## src/rtl/dps_defines.svh

```systemverilog
`ifndef DPS_DEFINES_SVH
`define DPS_DEFINES_SVH
// ==========================================================
// Clock and timing
`define DPS_CLK_MHZ        125
`define DPS_TXSRD_CLK      200
`define DPS_TCKE_CLK       3
// ==========================================================
// Mode register selection and fields
`define DPS_MR_SEL_MR      3'h0
`define DPS_MR_SEL_EMR1    3'h1
`define DPS_MR_BL_LSB      0
`define DPS_MR_BL8_CODE    3'h3
`define DPS_EMR1_ODT_LO    2
`define DPS_EMR1_ODT_HI    6
`define DPS_EMR1_AL_LSB    3
`define DPS_AP_BIT         10
// ==========================================================
// Burst lengths in clocks, reset values and additive latency line depth
`define DPS_BURST_BL4      3'h2
`define DPS_BURST_BL8      3'h4
`define DPS_MR_RESET       15'h0000
`define DPS_AL_DEPTH       7
`endif

```

## src/rtl/dps_pkg.sv

```systemverilog
package dps_pkg;
   // ==========================================================
   // Decoded commands
   typedef enum logic [3:0] {
      DPS_C_NONE = 4'h0, DPS_C_MRS = 4'h1, DPS_C_REF = 4'h2,
      DPS_C_PRE  = 4'h3, DPS_C_ACT = 4'h4, DPS_C_WR  = 4'h5,
      DPS_C_RD   = 4'h6, DPS_C_BAD = 4'h7
   } dps_cmd_code_type;
   // ==========================================================
   // Power states
   typedef enum logic [4:0] {
      DPS_S_IDLE = 5'b00001, DPS_S_ACT = 5'b00010,
      DPS_S_PPD  = 5'b00100, DPS_S_APD = 5'b01000,
      DPS_S_SREF = 5'b10000
   } dps_state_type;
   // ==========================================================
   // Column command word handed to the array side
   typedef struct packed {
      logic       is_write;
      logic       auto_pre;
      logic [2:0] bank;
      logic [9:0] col;
   } dps_col_cmd_type;
endpackage : dps_pkg

```

## src/rtl/dps_stream_if.sv

```systemverilog
`timescale 1ns/1ps
interface dps_stream_if;
   import dps_pkg::*;
   logic            valid;
   logic            ready;
   dps_col_cmd_type data;
   modport src (output valid, output data, input ready);
   modport snk (input valid, input data, output ready);
endinterface : dps_stream_if

```

## src/rtl/dps_buf.sv

```systemverilog
`timescale 1ns/1ps
module dps_buf
   import dps_pkg::*;
(
   // Clock and reset
   input  wire logic clock_in,
   input  wire logic rst_n_in,
   // Streams
   dps_stream_if.snk up,
   dps_stream_if.src dn
);
   typedef struct packed {
      logic [1:0]      cnt;
      logic            vld;
      dps_col_cmd_type e0;
      dps_col_cmd_type e1;
   } dps_buf_st_type;
   dps_buf_st_type q, d;
   logic push, pop;
   always_comb begin
      d    = q;
      push = up.valid && (q.cnt != 2'h2);
      pop  = (q.cnt != 2'h0) && dn.ready;
      // Shift out the head, then append behind what remains
      if (pop) begin
         d.e0 = q.e1;
      end
      if (push) begin
         if (d.cnt - 2'(pop) == 2'h0) begin
            d.e0 = up.data;
         end else begin
            d.e1 = up.data;
         end
      end
      d.cnt = q.cnt + 2'(push) - 2'(pop);
      d.vld = (d.cnt != 2'h0);
   end
   always_ff @(posedge clock_in) begin
      if (!rst_n_in) begin
         q <= '0;
      end else begin
         q <= d;
      end
   end
   assign up.ready = (q.cnt != 2'h2);
   assign dn.valid = q.vld;
   assign dn.data  = q.e0;
endmodule : dps_buf

```

## src/rtl/dps_mode_mem.sv

```systemverilog
`timescale 1ns/1ps
module dps_mode_mem #(
   parameter int WIDTH = 15,
   parameter int DEPTH = 8
) (
   // Clock and reset
   input  wire logic                     clock_in,
   input  wire logic                     rst_n_in,
   // Write port
   input  wire logic                     wr_en_in,
   input  wire logic [$clog2(DEPTH)-1:0] wr_addr_in,
   input  wire logic [WIDTH-1:0]         wr_data_in,
   // Registered read port
   input  wire logic [$clog2(DEPTH)-1:0] rd_addr_in,
   output logic      [WIDTH-1:0]         rd_data_out
);
   logic [WIDTH-1:0] mem_q [DEPTH];
   always_ff @(posedge clock_in) begin
      if (!rst_n_in) begin
         for (int i = 0; i < DEPTH; i++) begin
            mem_q[i] <= '0;
         end
         rd_data_out <= '0;
      end else begin
         if (wr_en_in) begin
            mem_q[wr_addr_in] <= wr_data_in;
         end
         rd_data_out <= mem_q[rd_addr_in];
      end
   end
endmodule : dps_mode_mem

```

## src/rtl/dps_core.sv

```systemverilog
`timescale 1ns/1ps
`include "dps_defines.svh"
// How it works
// - commands decode from CS, RAS, CAS, WE and CKE at each rising edge.
// - CKE fall with NOP enters active or precharge power-down.
// - no refresh happens during power-down; controller bounds its length.
// - termination off in self refresh; enabled ODT honoured in power-down.
// - data mask low writes the byte, high inhibits it.
// - chip select high registers no command; running work continues.
// - NOP registers no command and leaves running work alone.
// - MRS loads the register picked by bank address with address value.
// - ACTIVATE opens a row until precharge; no reopen without precharge.
// - READ bursts from the open row at column A0-A9; A10 is auto precharge.
// - auto precharge closes the row at burst end, else it stays open.
// - additive latency delays internal READ or WRITE registration.
module dps_core
   import dps_pkg::*;
#(
   parameter int TXSRD_CLK = `DPS_TXSRD_CLK,
   parameter int AW        = 15,
   parameter int NBYTES    = 2
) (
   // Clock and reset
   input  wire logic                  clock_in,
   input  wire logic                  rst_n_in,
   // Command pins
   input  wire logic                  cke_in,
   input  wire logic                  cs_n_in,
   input  wire logic                  ras_n_in,
   input  wire logic                  cas_n_in,
   input  wire logic                  we_n_in,
   input  wire logic [2:0]            ba_in,
   input  wire logic [AW-1:0]         addr_in,
   input  wire logic                  odt_in,
   // Write data beats
   input  wire logic                  wbeat_in,
   input  wire logic [8*NBYTES-1:0]   wdata_in,
   input  wire logic [NBYTES-1:0]     dm_in,
   // Column command stream
   input  wire logic                  col_ready_in,
   output logic                       col_valid_out,
   output dps_col_cmd_type            col_cmd_out,
   // Mode register readback
   input  wire logic [2:0]            mr_sel_in,
   output logic      [AW-1:0]         mr_data_out,
   // Status
   output dps_state_type              state_out,
   output logic      [7:0]            open_banks_out,
   output logic                       self_refresh_out,
   output logic                       odt_on_out,
   output logic                       read_block_out,
   output logic                       busy_out,
   output logic                       illegal_out,
   output logic                       overrun_out,
   // Array write strobes
   output logic      [NBYTES-1:0]     wr_strobe_out,
   output logic      [8*NBYTES-1:0]   wr_data_out
);
   // ==========================================================
   // Command decode
   function automatic dps_cmd_code_type decode(
      input logic cs_n, input logic ras_n,
      input logic cas_n, input logic we_n);
      logic [2:0] rcw;
      rcw = {ras_n, cas_n, we_n};
      if (cs_n) begin
         return DPS_C_NONE;
      end
      case (rcw)
         3'b111:  return DPS_C_NONE;
         3'b000:  return DPS_C_MRS;
         3'b001:  return DPS_C_REF;
         3'b010:  return DPS_C_PRE;
         3'b011:  return DPS_C_ACT;
         3'b100:  return DPS_C_WR;
         3'b101:  return DPS_C_RD;
         default: return DPS_C_BAD;
      endcase
   endfunction : decode

   // ==========================================================
   // State record
   typedef struct packed {
      dps_state_type                   st;
      logic                            cke_prev;
      logic [1:0]                      cke_hold;
      logic [7:0]                      open;
      logic [2:0]                      burst;
      logic                            burst_ap;
      logic [2:0]                      burst_bank;
      logic                            burst_wr;
      logic [1:0]                      mrd;
      logic [7:0]                      xsrd;
      logic [AW-1:0]                   mr;
      logic [AW-1:0]                   emr1;
      logic [`DPS_AL_DEPTH-1:0]        al_vld;
      dps_col_cmd_type [`DPS_AL_DEPTH-1:0] al_cmd;
      logic                            illegal;
      logic                            overrun;
      logic                            odt_on;
      logic                            sref;
      logic                            rblk;
      logic                            busy;
      logic [NBYTES-1:0]               strobe;
      logic [8*NBYTES-1:0]             wdata;
   } dps_core_st_type;

   dps_core_st_type  q, d;
   dps_cmd_code_type cmd;
   dps_col_cmd_type  cword;
   logic             busy;
   logic             cke_edge;
   logic [2:0]       al;
   logic             mr_wr;

   dps_stream_if al_if ();
   dps_stream_if out_if ();

   always_comb begin
      d        = q;
      cmd      = decode(cs_n_in, ras_n_in, cas_n_in, we_n_in);
      cword    = '{is_write: (cmd == DPS_C_WR),
                   auto_pre: addr_in[`DPS_AP_BIT],
                   bank:     ba_in,
                   col:      addr_in[9:0]};
      busy     = (q.burst != 3'h0) || (q.mrd != 2'h0);
      cke_edge = (cke_in != q.cke_prev);
      al       = q.emr1[`DPS_EMR1_AL_LSB +: 3];
      mr_wr    = 1'b0;
      d.cke_prev = cke_in;

      // CKE minimum hold of three registered edges
      if (cke_edge) begin
         if (q.cke_hold != 2'h0) begin
            d.illegal = 1'b1;
         end
         d.cke_hold = 2'(`DPS_TCKE_CLK - 1);
      end else if (q.cke_hold != 2'h0) begin
         d.cke_hold = q.cke_hold - 2'h1;
      end

      // Self refresh exit read lockout
      if (q.xsrd != 8'h0) begin
         d.xsrd = q.xsrd - 8'h1;
      end
      if (q.mrd != 2'h0) begin
         d.mrd = q.mrd - 2'h1;
      end

      // Burst progress and auto precharge at its end
      if (q.burst != 3'h0) begin
         d.burst = q.burst - 3'h1;
         if (q.burst == 3'h1 && q.burst_ap) begin
            d.open[q.burst_bank] = 1'b0;
         end
      end

      // Additive latency line shifts toward the buffer
      d.al_vld = q.al_vld >> 1;
      d.al_cmd = q.al_cmd >> $bits(dps_col_cmd_type);
      if (q.al_vld[0] && !al_if.ready) begin
         d.overrun = 1'b1;
      end
      if (q.al_vld[0] && !q.al_cmd[0].is_write) begin
         d.burst      = (q.mr[`DPS_MR_BL_LSB +: 3] == `DPS_MR_BL8_CODE)
                        ? `DPS_BURST_BL8 : `DPS_BURST_BL4;
         d.burst_ap   = q.al_cmd[0].auto_pre;
         d.burst_bank = q.al_cmd[0].bank;
         d.burst_wr   = 1'b0;
      end else if (q.al_vld[0]) begin
         d.burst      = (q.mr[`DPS_MR_BL_LSB +: 3] == `DPS_MR_BL8_CODE)
                        ? `DPS_BURST_BL8 : `DPS_BURST_BL4;
         d.burst_ap   = q.al_cmd[0].auto_pre;
         d.burst_bank = q.al_cmd[0].bank;
         d.burst_wr   = 1'b1;
      end

      case (q.st)
         DPS_S_PPD, DPS_S_APD: begin
            if (cke_in) begin
               if (cmd != DPS_C_NONE) begin
                  d.illegal = 1'b1;
               end
               d.st = (q.open != 8'h0) ? DPS_S_ACT : DPS_S_IDLE;
            end
         end
         DPS_S_SREF: begin
            if (cke_in) begin
               if (cmd != DPS_C_NONE) begin
                  d.illegal = 1'b1;
               end
               d.st   = DPS_S_IDLE;
               d.xsrd = 8'(TXSRD_CLK - 1);
            end
         end
         DPS_S_IDLE, DPS_S_ACT: begin
            if (!cke_in) begin
               if (busy) begin
                  d.illegal = 1'b1;
               end
               if (cmd == DPS_C_NONE) begin
                  d.st = (q.open != 8'h0) ? DPS_S_APD : DPS_S_PPD;
               end else if (cmd == DPS_C_REF && q.open == 8'h0) begin
                  d.st = DPS_S_SREF;
               end else begin
                  d.illegal = 1'b1;
               end
            end else if (q.xsrd != 8'h0 && q.xsrd == 8'(TXSRD_CLK - 1)
                         && cmd != DPS_C_NONE) begin
               d.illegal = 1'b1;
            end else begin
               case (cmd)
                  DPS_C_MRS: begin
                     if (q.open != 8'h0) begin
                        d.illegal = 1'b1;
                     end
                     mr_wr = 1'b1;
                     d.mrd = 2'h2;
                     if (ba_in == `DPS_MR_SEL_MR) begin
                        d.mr = addr_in;
                     end
                     if (ba_in == `DPS_MR_SEL_EMR1) begin
                        d.emr1 = addr_in;
                     end
                  end
                  DPS_C_ACT: begin
                     if (q.open[ba_in]) begin
                        d.illegal = 1'b1;
                     end
                     d.open[ba_in] = 1'b1;
                  end
                  DPS_C_PRE: begin
                     if (addr_in[`DPS_AP_BIT]) begin
                        d.open = 8'h0;
                     end else begin
                        d.open[ba_in] = 1'b0;
                     end
                  end
                  DPS_C_RD, DPS_C_WR: begin
                     if (cmd == DPS_C_RD && q.xsrd != 8'h0) begin
                        d.illegal = 1'b1;
                     end
                     d.al_vld[al] = 1'b1;
                     d.al_cmd[al] = cword;
                  end
                  DPS_C_BAD: d.illegal = 1'b1;
                  default: ;
               endcase
               d.st = (d.open != 8'h0) ? DPS_S_ACT : DPS_S_IDLE;
            end
         end
         default: d.st = DPS_S_IDLE;
      endcase

      // Termination follows the pin when EMR1 enables ODT, except in self refresh
      d.odt_on = odt_in && (d.st != DPS_S_SREF)
                 && (q.emr1[`DPS_EMR1_ODT_LO]
                     || q.emr1[`DPS_EMR1_ODT_HI]);
      // Registered status decodes
      d.sref   = (d.st == DPS_S_SREF);
      d.rblk   = (d.xsrd != 8'h0);
      d.busy   = (d.burst != 3'h0) || (d.mrd != 2'h0);

      // Byte strobes for write beats
      d.strobe = (wbeat_in && q.burst != 3'h0 && q.burst_wr)
                 ? ~dm_in : '0;
      d.wdata  = wdata_in;
   end

   always_ff @(posedge clock_in) begin
      if (!rst_n_in) begin
         q          <= '0;
         q.st       <= DPS_S_IDLE;
         q.cke_prev <= 1'b1;
         q.mr       <= `DPS_MR_RESET;
         q.emr1     <= `DPS_MR_RESET;
      end else begin
         q <= d;
      end
   end

   // ==========================================================
   // Buffer between latency line and array side
   assign al_if.valid   = q.al_vld[0];
   assign al_if.data    = q.al_cmd[0];
   assign out_if.ready  = col_ready_in;

   dps_buf u_buf (
      .clock_in (clock_in),
      .rst_n_in (rst_n_in),
      .up       (al_if),
      .dn       (out_if)
   );

   dps_mode_mem #(.WIDTH(AW), .DEPTH(8)) u_mem (
      .clock_in    (clock_in),
      .rst_n_in    (rst_n_in),
      .wr_en_in    (mr_wr),
      .wr_addr_in  (ba_in),
      .wr_data_in  (addr_in),
      .rd_addr_in  (mr_sel_in),
      .rd_data_out (mr_data_out)
   );

   // ==========================================================
   // Outputs
   assign col_valid_out    = out_if.valid;
   assign col_cmd_out      = out_if.data;
   assign state_out        = q.st;
   assign open_banks_out   = q.open;
   assign self_refresh_out = q.sref;
   assign odt_on_out       = q.odt_on;
   assign read_block_out   = q.rblk;
   assign busy_out         = q.busy;
   assign illegal_out      = q.illegal;
   assign overrun_out      = q.overrun;
   assign wr_strobe_out    = q.strobe;
   assign wr_data_out      = q.wdata;
endmodule : dps_core

```

## config.mk

```make
export PLATFORM = sky130hd
export DESIGN_NAME = dps_core
export DESIGN_NICKNAME = d
export VERILOG_FILES = /design/src/rtl/dps_pkg.sv /design/src/rtl/dps_stream_if.sv /design/src/rtl/dps_buf.sv /design/src/rtl/dps_mode_mem.sv /design/src/rtl/dps_core.sv
export VERILOG_INCLUDE_DIRS = /design/src /design/src/rtl
export SDC_FILE = /design/constraint.sdc
export NUM_CORES = 1
export LEC_CHECK = 0
export BUFFER_PORTS_ARGS = -buffer_cell sky130_fd_sc_hd__buf_2
export CAP_MARGIN = 25
export CORE_AREA = 3 3 187 189
export CTS_BUF_LIST = sky130_fd_sc_hd__clkbuf_4 sky130_fd_sc_hd__clkbuf_8
export DETAILED_ROUTE_END_ITERATION = 6
export DIE_AREA = 0 0 190 192
export PLACE_DENSITY_LB_ADDON = 0.08
export SYNTH_ARGS = -nofsm -noshare
export SYNTH_HDL_FRONTEND = slang
export SYNTH_SLANG_ARGS = --single-unit
```

## constraint.sdc

```tcl
create_clock -name clock_in -period 10.3 [get_ports clock_in]
set_input_delay 1.545 -clock clock_in [delete_from_list [all_inputs] [get_ports clock_in]]
set_output_delay 1.545 -clock clock_in [all_outputs]
set_load 0.1 [all_outputs]
```

Word-level counts from Yosys, hierarchy flattened. Memories as Yosys holds them, arrays and structs flattened. A register that Yosys moved wholly into a read port is not among the register bits. Cells that the tools add are included.

$add $sub $neg: 7. Order comparisons: 6. Equal/unequal tests: 26. Muxes and demuxes: 81. Bitwise operators: 13. Reduce and logical (&&, ||, !) cells: 53.

Operators by type and width (number): $mux W111 (4); $bwmux W105 (1); $mux W8 (13); $mux W15 (5); $demux W15 S3 (1); $reduce_bool A8 Y1 (4); $mux W30 (1); $mux W5 (6); $mux W1 (26); $pmux W3 S7 (1); $mux W2 (9); $and A8 B8 Y8 (2); $eq A4 B3 Y1 const B (4); $logic_and A1 B1 Y1 (16); $not A8 Y8 (2); $pmux W8 S2 (1); $pmux W5 S3 (1); $reduce_or A15 Y1 (1); $reduce_bool A2 Y1 (7); $lt A3 B4 Y1 const B (3); $mux W4 (3); $mux W11 (1); $eq A5 B5 Y1 const B (2); $reduce_and A5 Y1 (2); 40 further kinds (70).

Register bits after elaboration: 233. RAM bits: 120. Input port bits: 49. Output and inout bits: 68. Memories: 1.

Memories: u_mem.mem_q (words 8, bits a word 15, read ports 1, clocked after memory_dff 1, wr ports 8, RTL line dps_mode_mem.sv:17) `logic [WIDTH-1:0] mem_q [DEPTH];`.

Logic depth before layout (Yosys ltp).
Word-level depth: 22. Mapped depth: 11.

Cells and area by module. From an unflattened synthesis, not the netlist that was laid out.

Cell total of the unflattened synthesis: 1376. Area total of the unflattened synthesis: 15348.5 um^2.

Modules (own cells, without submodules): dps_core (instances 1, cells each 843, area each 7838.8 um^2, sequential area each 3563.4 um^2); dps_mode_mem (instances 1, cells each 355, area each 5815.6 um^2, sequential area each 3903.7 um^2); dps_buf (instances 1, cells each 178, area each 1694.1 um^2, sequential area each 660.6 um^2).

Least setup slack after synthesis. No wires, ideal clock.

Path type: input-to-reg. Start point: input cas_n_in. End point: memory u_mem.mem_q[7][0], enable pin. Arrival: 4.079 ns. Required time: 9.892 ns. Setup slack: 5.813 ns. Stages on the path: 7. Path buffers: 1. Path through: buf_2 inv_1 ha_1 nor2_1 nor3_1 nand3_2 o21ai_0.

RTL lines: from (decl) (RTL line dps_core.sv:30) `input wire logic cas_n_in,`; to (decl) (RTL line dps_mode_mem.sv:17).

==> run metrics <==
CTS Buffer Depth=3; Setup CP Type=in -> reg; # H-tree levels=2; minimum clock period=4.89 ns; Hold Buf Count CTS=0; Post-Place Cells=1736; Final Setup Violations=0; Pleak=6.44 nW; Post-layout nets=1409; Post-Syn Instances=1299; total of max-cap violations=0; CTS resizes=0; worst skew pair latency=0.59 ns; Synth Warn #=0; input/output buffers=116; Power Dens Cells=211 nW/µm²; Die Wd=190 µm; DR iter-0 viols=579; clk sinks=346; HP Class=reg -> reg; largest net degree at the start of global routing=73; clk root buf=clkbuf_8; Yosys cell types=69; Num CTS Buffers=58; worst slew pin tran=0.948 ns; post-synthesis sequential area ratio=56.9%; area of the multi-input gates=5380 µm²; ys async rst share=0%; total wire length=35400 µm; worst path arrival time=5.10 ns; Synth Cell Area=14300 µm²; Yosys reg bits=346; register area=8130 µm²; Post-synth EDFFs=120; DP HPWL=23500 µm; DR pass1 iterations=5; share of layout cells above drive strength 1=20.2%; DR vias=9659; Fin Setup TNS=0 ns; # diodes=0; vias per cell=5.25; Switching Power=1.04 mW; first-pass GRT wire length=54200 µm; initial antenna violation count=3; Clock Pin Slew Worst Setup and Hold Paths=0.06 ns; RSZ-0062 raised after global routing=no; final non-filler cell total=1840; global placement routability congestion=0.871; Die Y=192 µm; vias in the first global route=9130; CP delay by family, top=simple AND/OR/NAND/NOR gates; Syn Nets=1358; Post-CTS Repair Setup Buffers=0; Worst Path Buf+Inv=2; Max Fclk=0.204 GHz; power share of the sequential group=45.2%; Slew Limit Fails=0; DRC=0; Synth Area per Inst=11.0 µm²; Power Internal=2.34 mW; worst stage delay on the critical path=0.77 ns; ys flop type=dfxtp_1; VDD IR max=0.151 mV; status=completed; CP endpoint kind=flop; DR WL/cell=19.2 µm; CTS tree=done; Rows=67; total chip power=3.39 mW; CP Cell Sequence=buf_2 -> inv_1 -> ha_1 -> nand3b_1 -> o21ba_2 -> a21oi_2 -> nand4_1 -> nor3_2 -> nand2b_1; Die ar.=36500 µm²; Final Hold Fails=0; Initial Util=42.7%; top fanout value on the critical path=16; GRT overflow=0; Ports=117; period utilization=47.5%; GRT Util Overall=19.2%; core area=33400 µm²; relative slew slack=36.3%; crit start category=primary input; crit path max-delay cell type=nor3_2; Worst Clk Skew=0.0142 ns; Layout area overhead=12.4%; Fillers=3112; clock power share=35.6%; Final ANT Viol Nets=0; Sw Ratio=30.8%; Comb power frac=19.2%; Req. time, crit path=10.51 ns
-- synthesized netlist by cell type (6+ instances only) --
library cell,number,area [µm²]
a211oi_1,19,143
a21oi_1,27,135
a22o_1,8,70.1
a31oi_1,8,50.1
and2_1,154,963
and3_1,7,43.8
buf_1,14,52.6
buf_2,19,95.1
buf_4,46,345
clkbuf_1,57,214
dfxtp_1,226,4520
edfxtp_1,120,3600
ha_1,10,125
inv_1,23,86.3
mux2i_1,54,541
mux4_2,30,676
nand2_1,41,154
nand2b_1,9,56.3
nand3_1,103,515
nand4_1,7,43.8
nor2_1,85,319
nor3_1,11,55.1
o21a_1,9,67.6
o21ai_0,49,245
o21ai_1,62,310
o21bai_1,6,45.0
o31a_1,6,52.6
xnor2_1,6,52.6
-- worst reg2reg max path: stages (launching register included) --
cell and delay [ns]:
dfxtp_1 0.51, xor2_1 0.21, nand4b_1 0.18, a21oi_2 0.47, nand4_1 0.40, nor3_2 0.77
nand2b_1 0.70
-- cell families (layout without fill, tap and decap cells) --
family | count (synthesis) | in the layout | synth area share, %
multiplexers | 86 | 86 | 8.67
flip-flops | 346 | 346 | 56.9
AND/OR/NAND/NOR | 465 | 465 | 17.9
XOR/XNOR | 9 | 9 | 0.552
buffers and inverters | 161 | 254 | 5.61
adder cells (fa/ha/maj) | 10 | 10 | 0.876
AO/OA/AOI/OAI | 222 | 222 | 9.44
-- layout make-up --
cell class | instances | share of cell area, %
Timing Repair Buffer | 128 | 4.66
Clock inverter | 15 | 0.608
Multi-Input combinational cell | 792 | 33.5
Inverter | 24 | 0.561
Clock buffer | 87 | 6.60
Sequential cell | 346 | 50.6
Tap cell | 448 | 3.49
-- state kept, by name, indices dropped and copies added (netlist names), 2 cells and up --
| name | flops |
|---|---|
| u_mem.rd_data_out | 15 |
| al_if.data | 15 |
| q | 122 |
| u_buf.dn.data | 15 |
| wr_data_out | 16 |
| u_buf.q | 17 |
| wr_strobe_out | 2 |
| al | 3 |
| u_mem.mem_q | 120 |
| state_out | 5 |
| open_banks_out | 8 |
-- cell usage in the layout, fill, tap and decap left out, types with 27 or more instances in the layout --
cell type	count
dfxtp_1	226
buf_2	115
nand3_1	103
mux4_2	30
edfxtp_1	120
a21oi_1	27
o21ai_1	61
nand2_1	41
o21ai_0	48
mux2i_1	54
nor2_1	85
and2_1	154
clkbuf_8	65
-- power by group through the flow --
stage | clock network [mW] | logic, mW | registers (mW)
6_report | 1.20 | 0.650 | 1.53
3_5_place_dp | 0 | 0.647 | 1.56
2_1_floorplan | 0 | 0.463 | 1.62
5_1_grt | 1.31 | 0.702 | 1.54
3_3_place_gp | 0 | 0.646 | 1.56
4_1_cts | 1.25 | 0.649 | 1.53
-- metrics by stage --
step	hold WS (ns)	util, %	worst slack [ns]	cell area, µm²
finish	0.423	48.0	5.41	16100
global route	0.445	48.0	5.08	16100
CTS	0.423	47.8	5.45	16000
detailed placement	0.418	44.4	4.78	14800
global placement	0.413	44.2	4.98	14800
floorplan	0.411	-	5.81	14300
-- worst paths after layout --
kind / endpoint / slack [ns] / startpoint / cells past startpoint
setup / recovery: u_mem.mem_q[2][14] / 5.41 / cas_n_in / 9
hold / removal: q[134] / 0.42 / q[135] / 2
hold reg to reg: q[134] / 0.42 / q[135] / 2
setup reg to reg: u_mem.mem_q[2][14] / 6.68 / state_out[1] / 6
-- routing by layer --
metal / up-vias / part of all wire (%) / global-route usage (%)
li1: 4671 / - / -
met1: 4682 / 50 / 29.3
met2: 248 / 43 / 28.3
met3: 54 / 5.4 / 3.34
met4: 4 / 1.6 / 4.75
met5: - / 0.076 / 0
(Power assumes the default switching activity.)
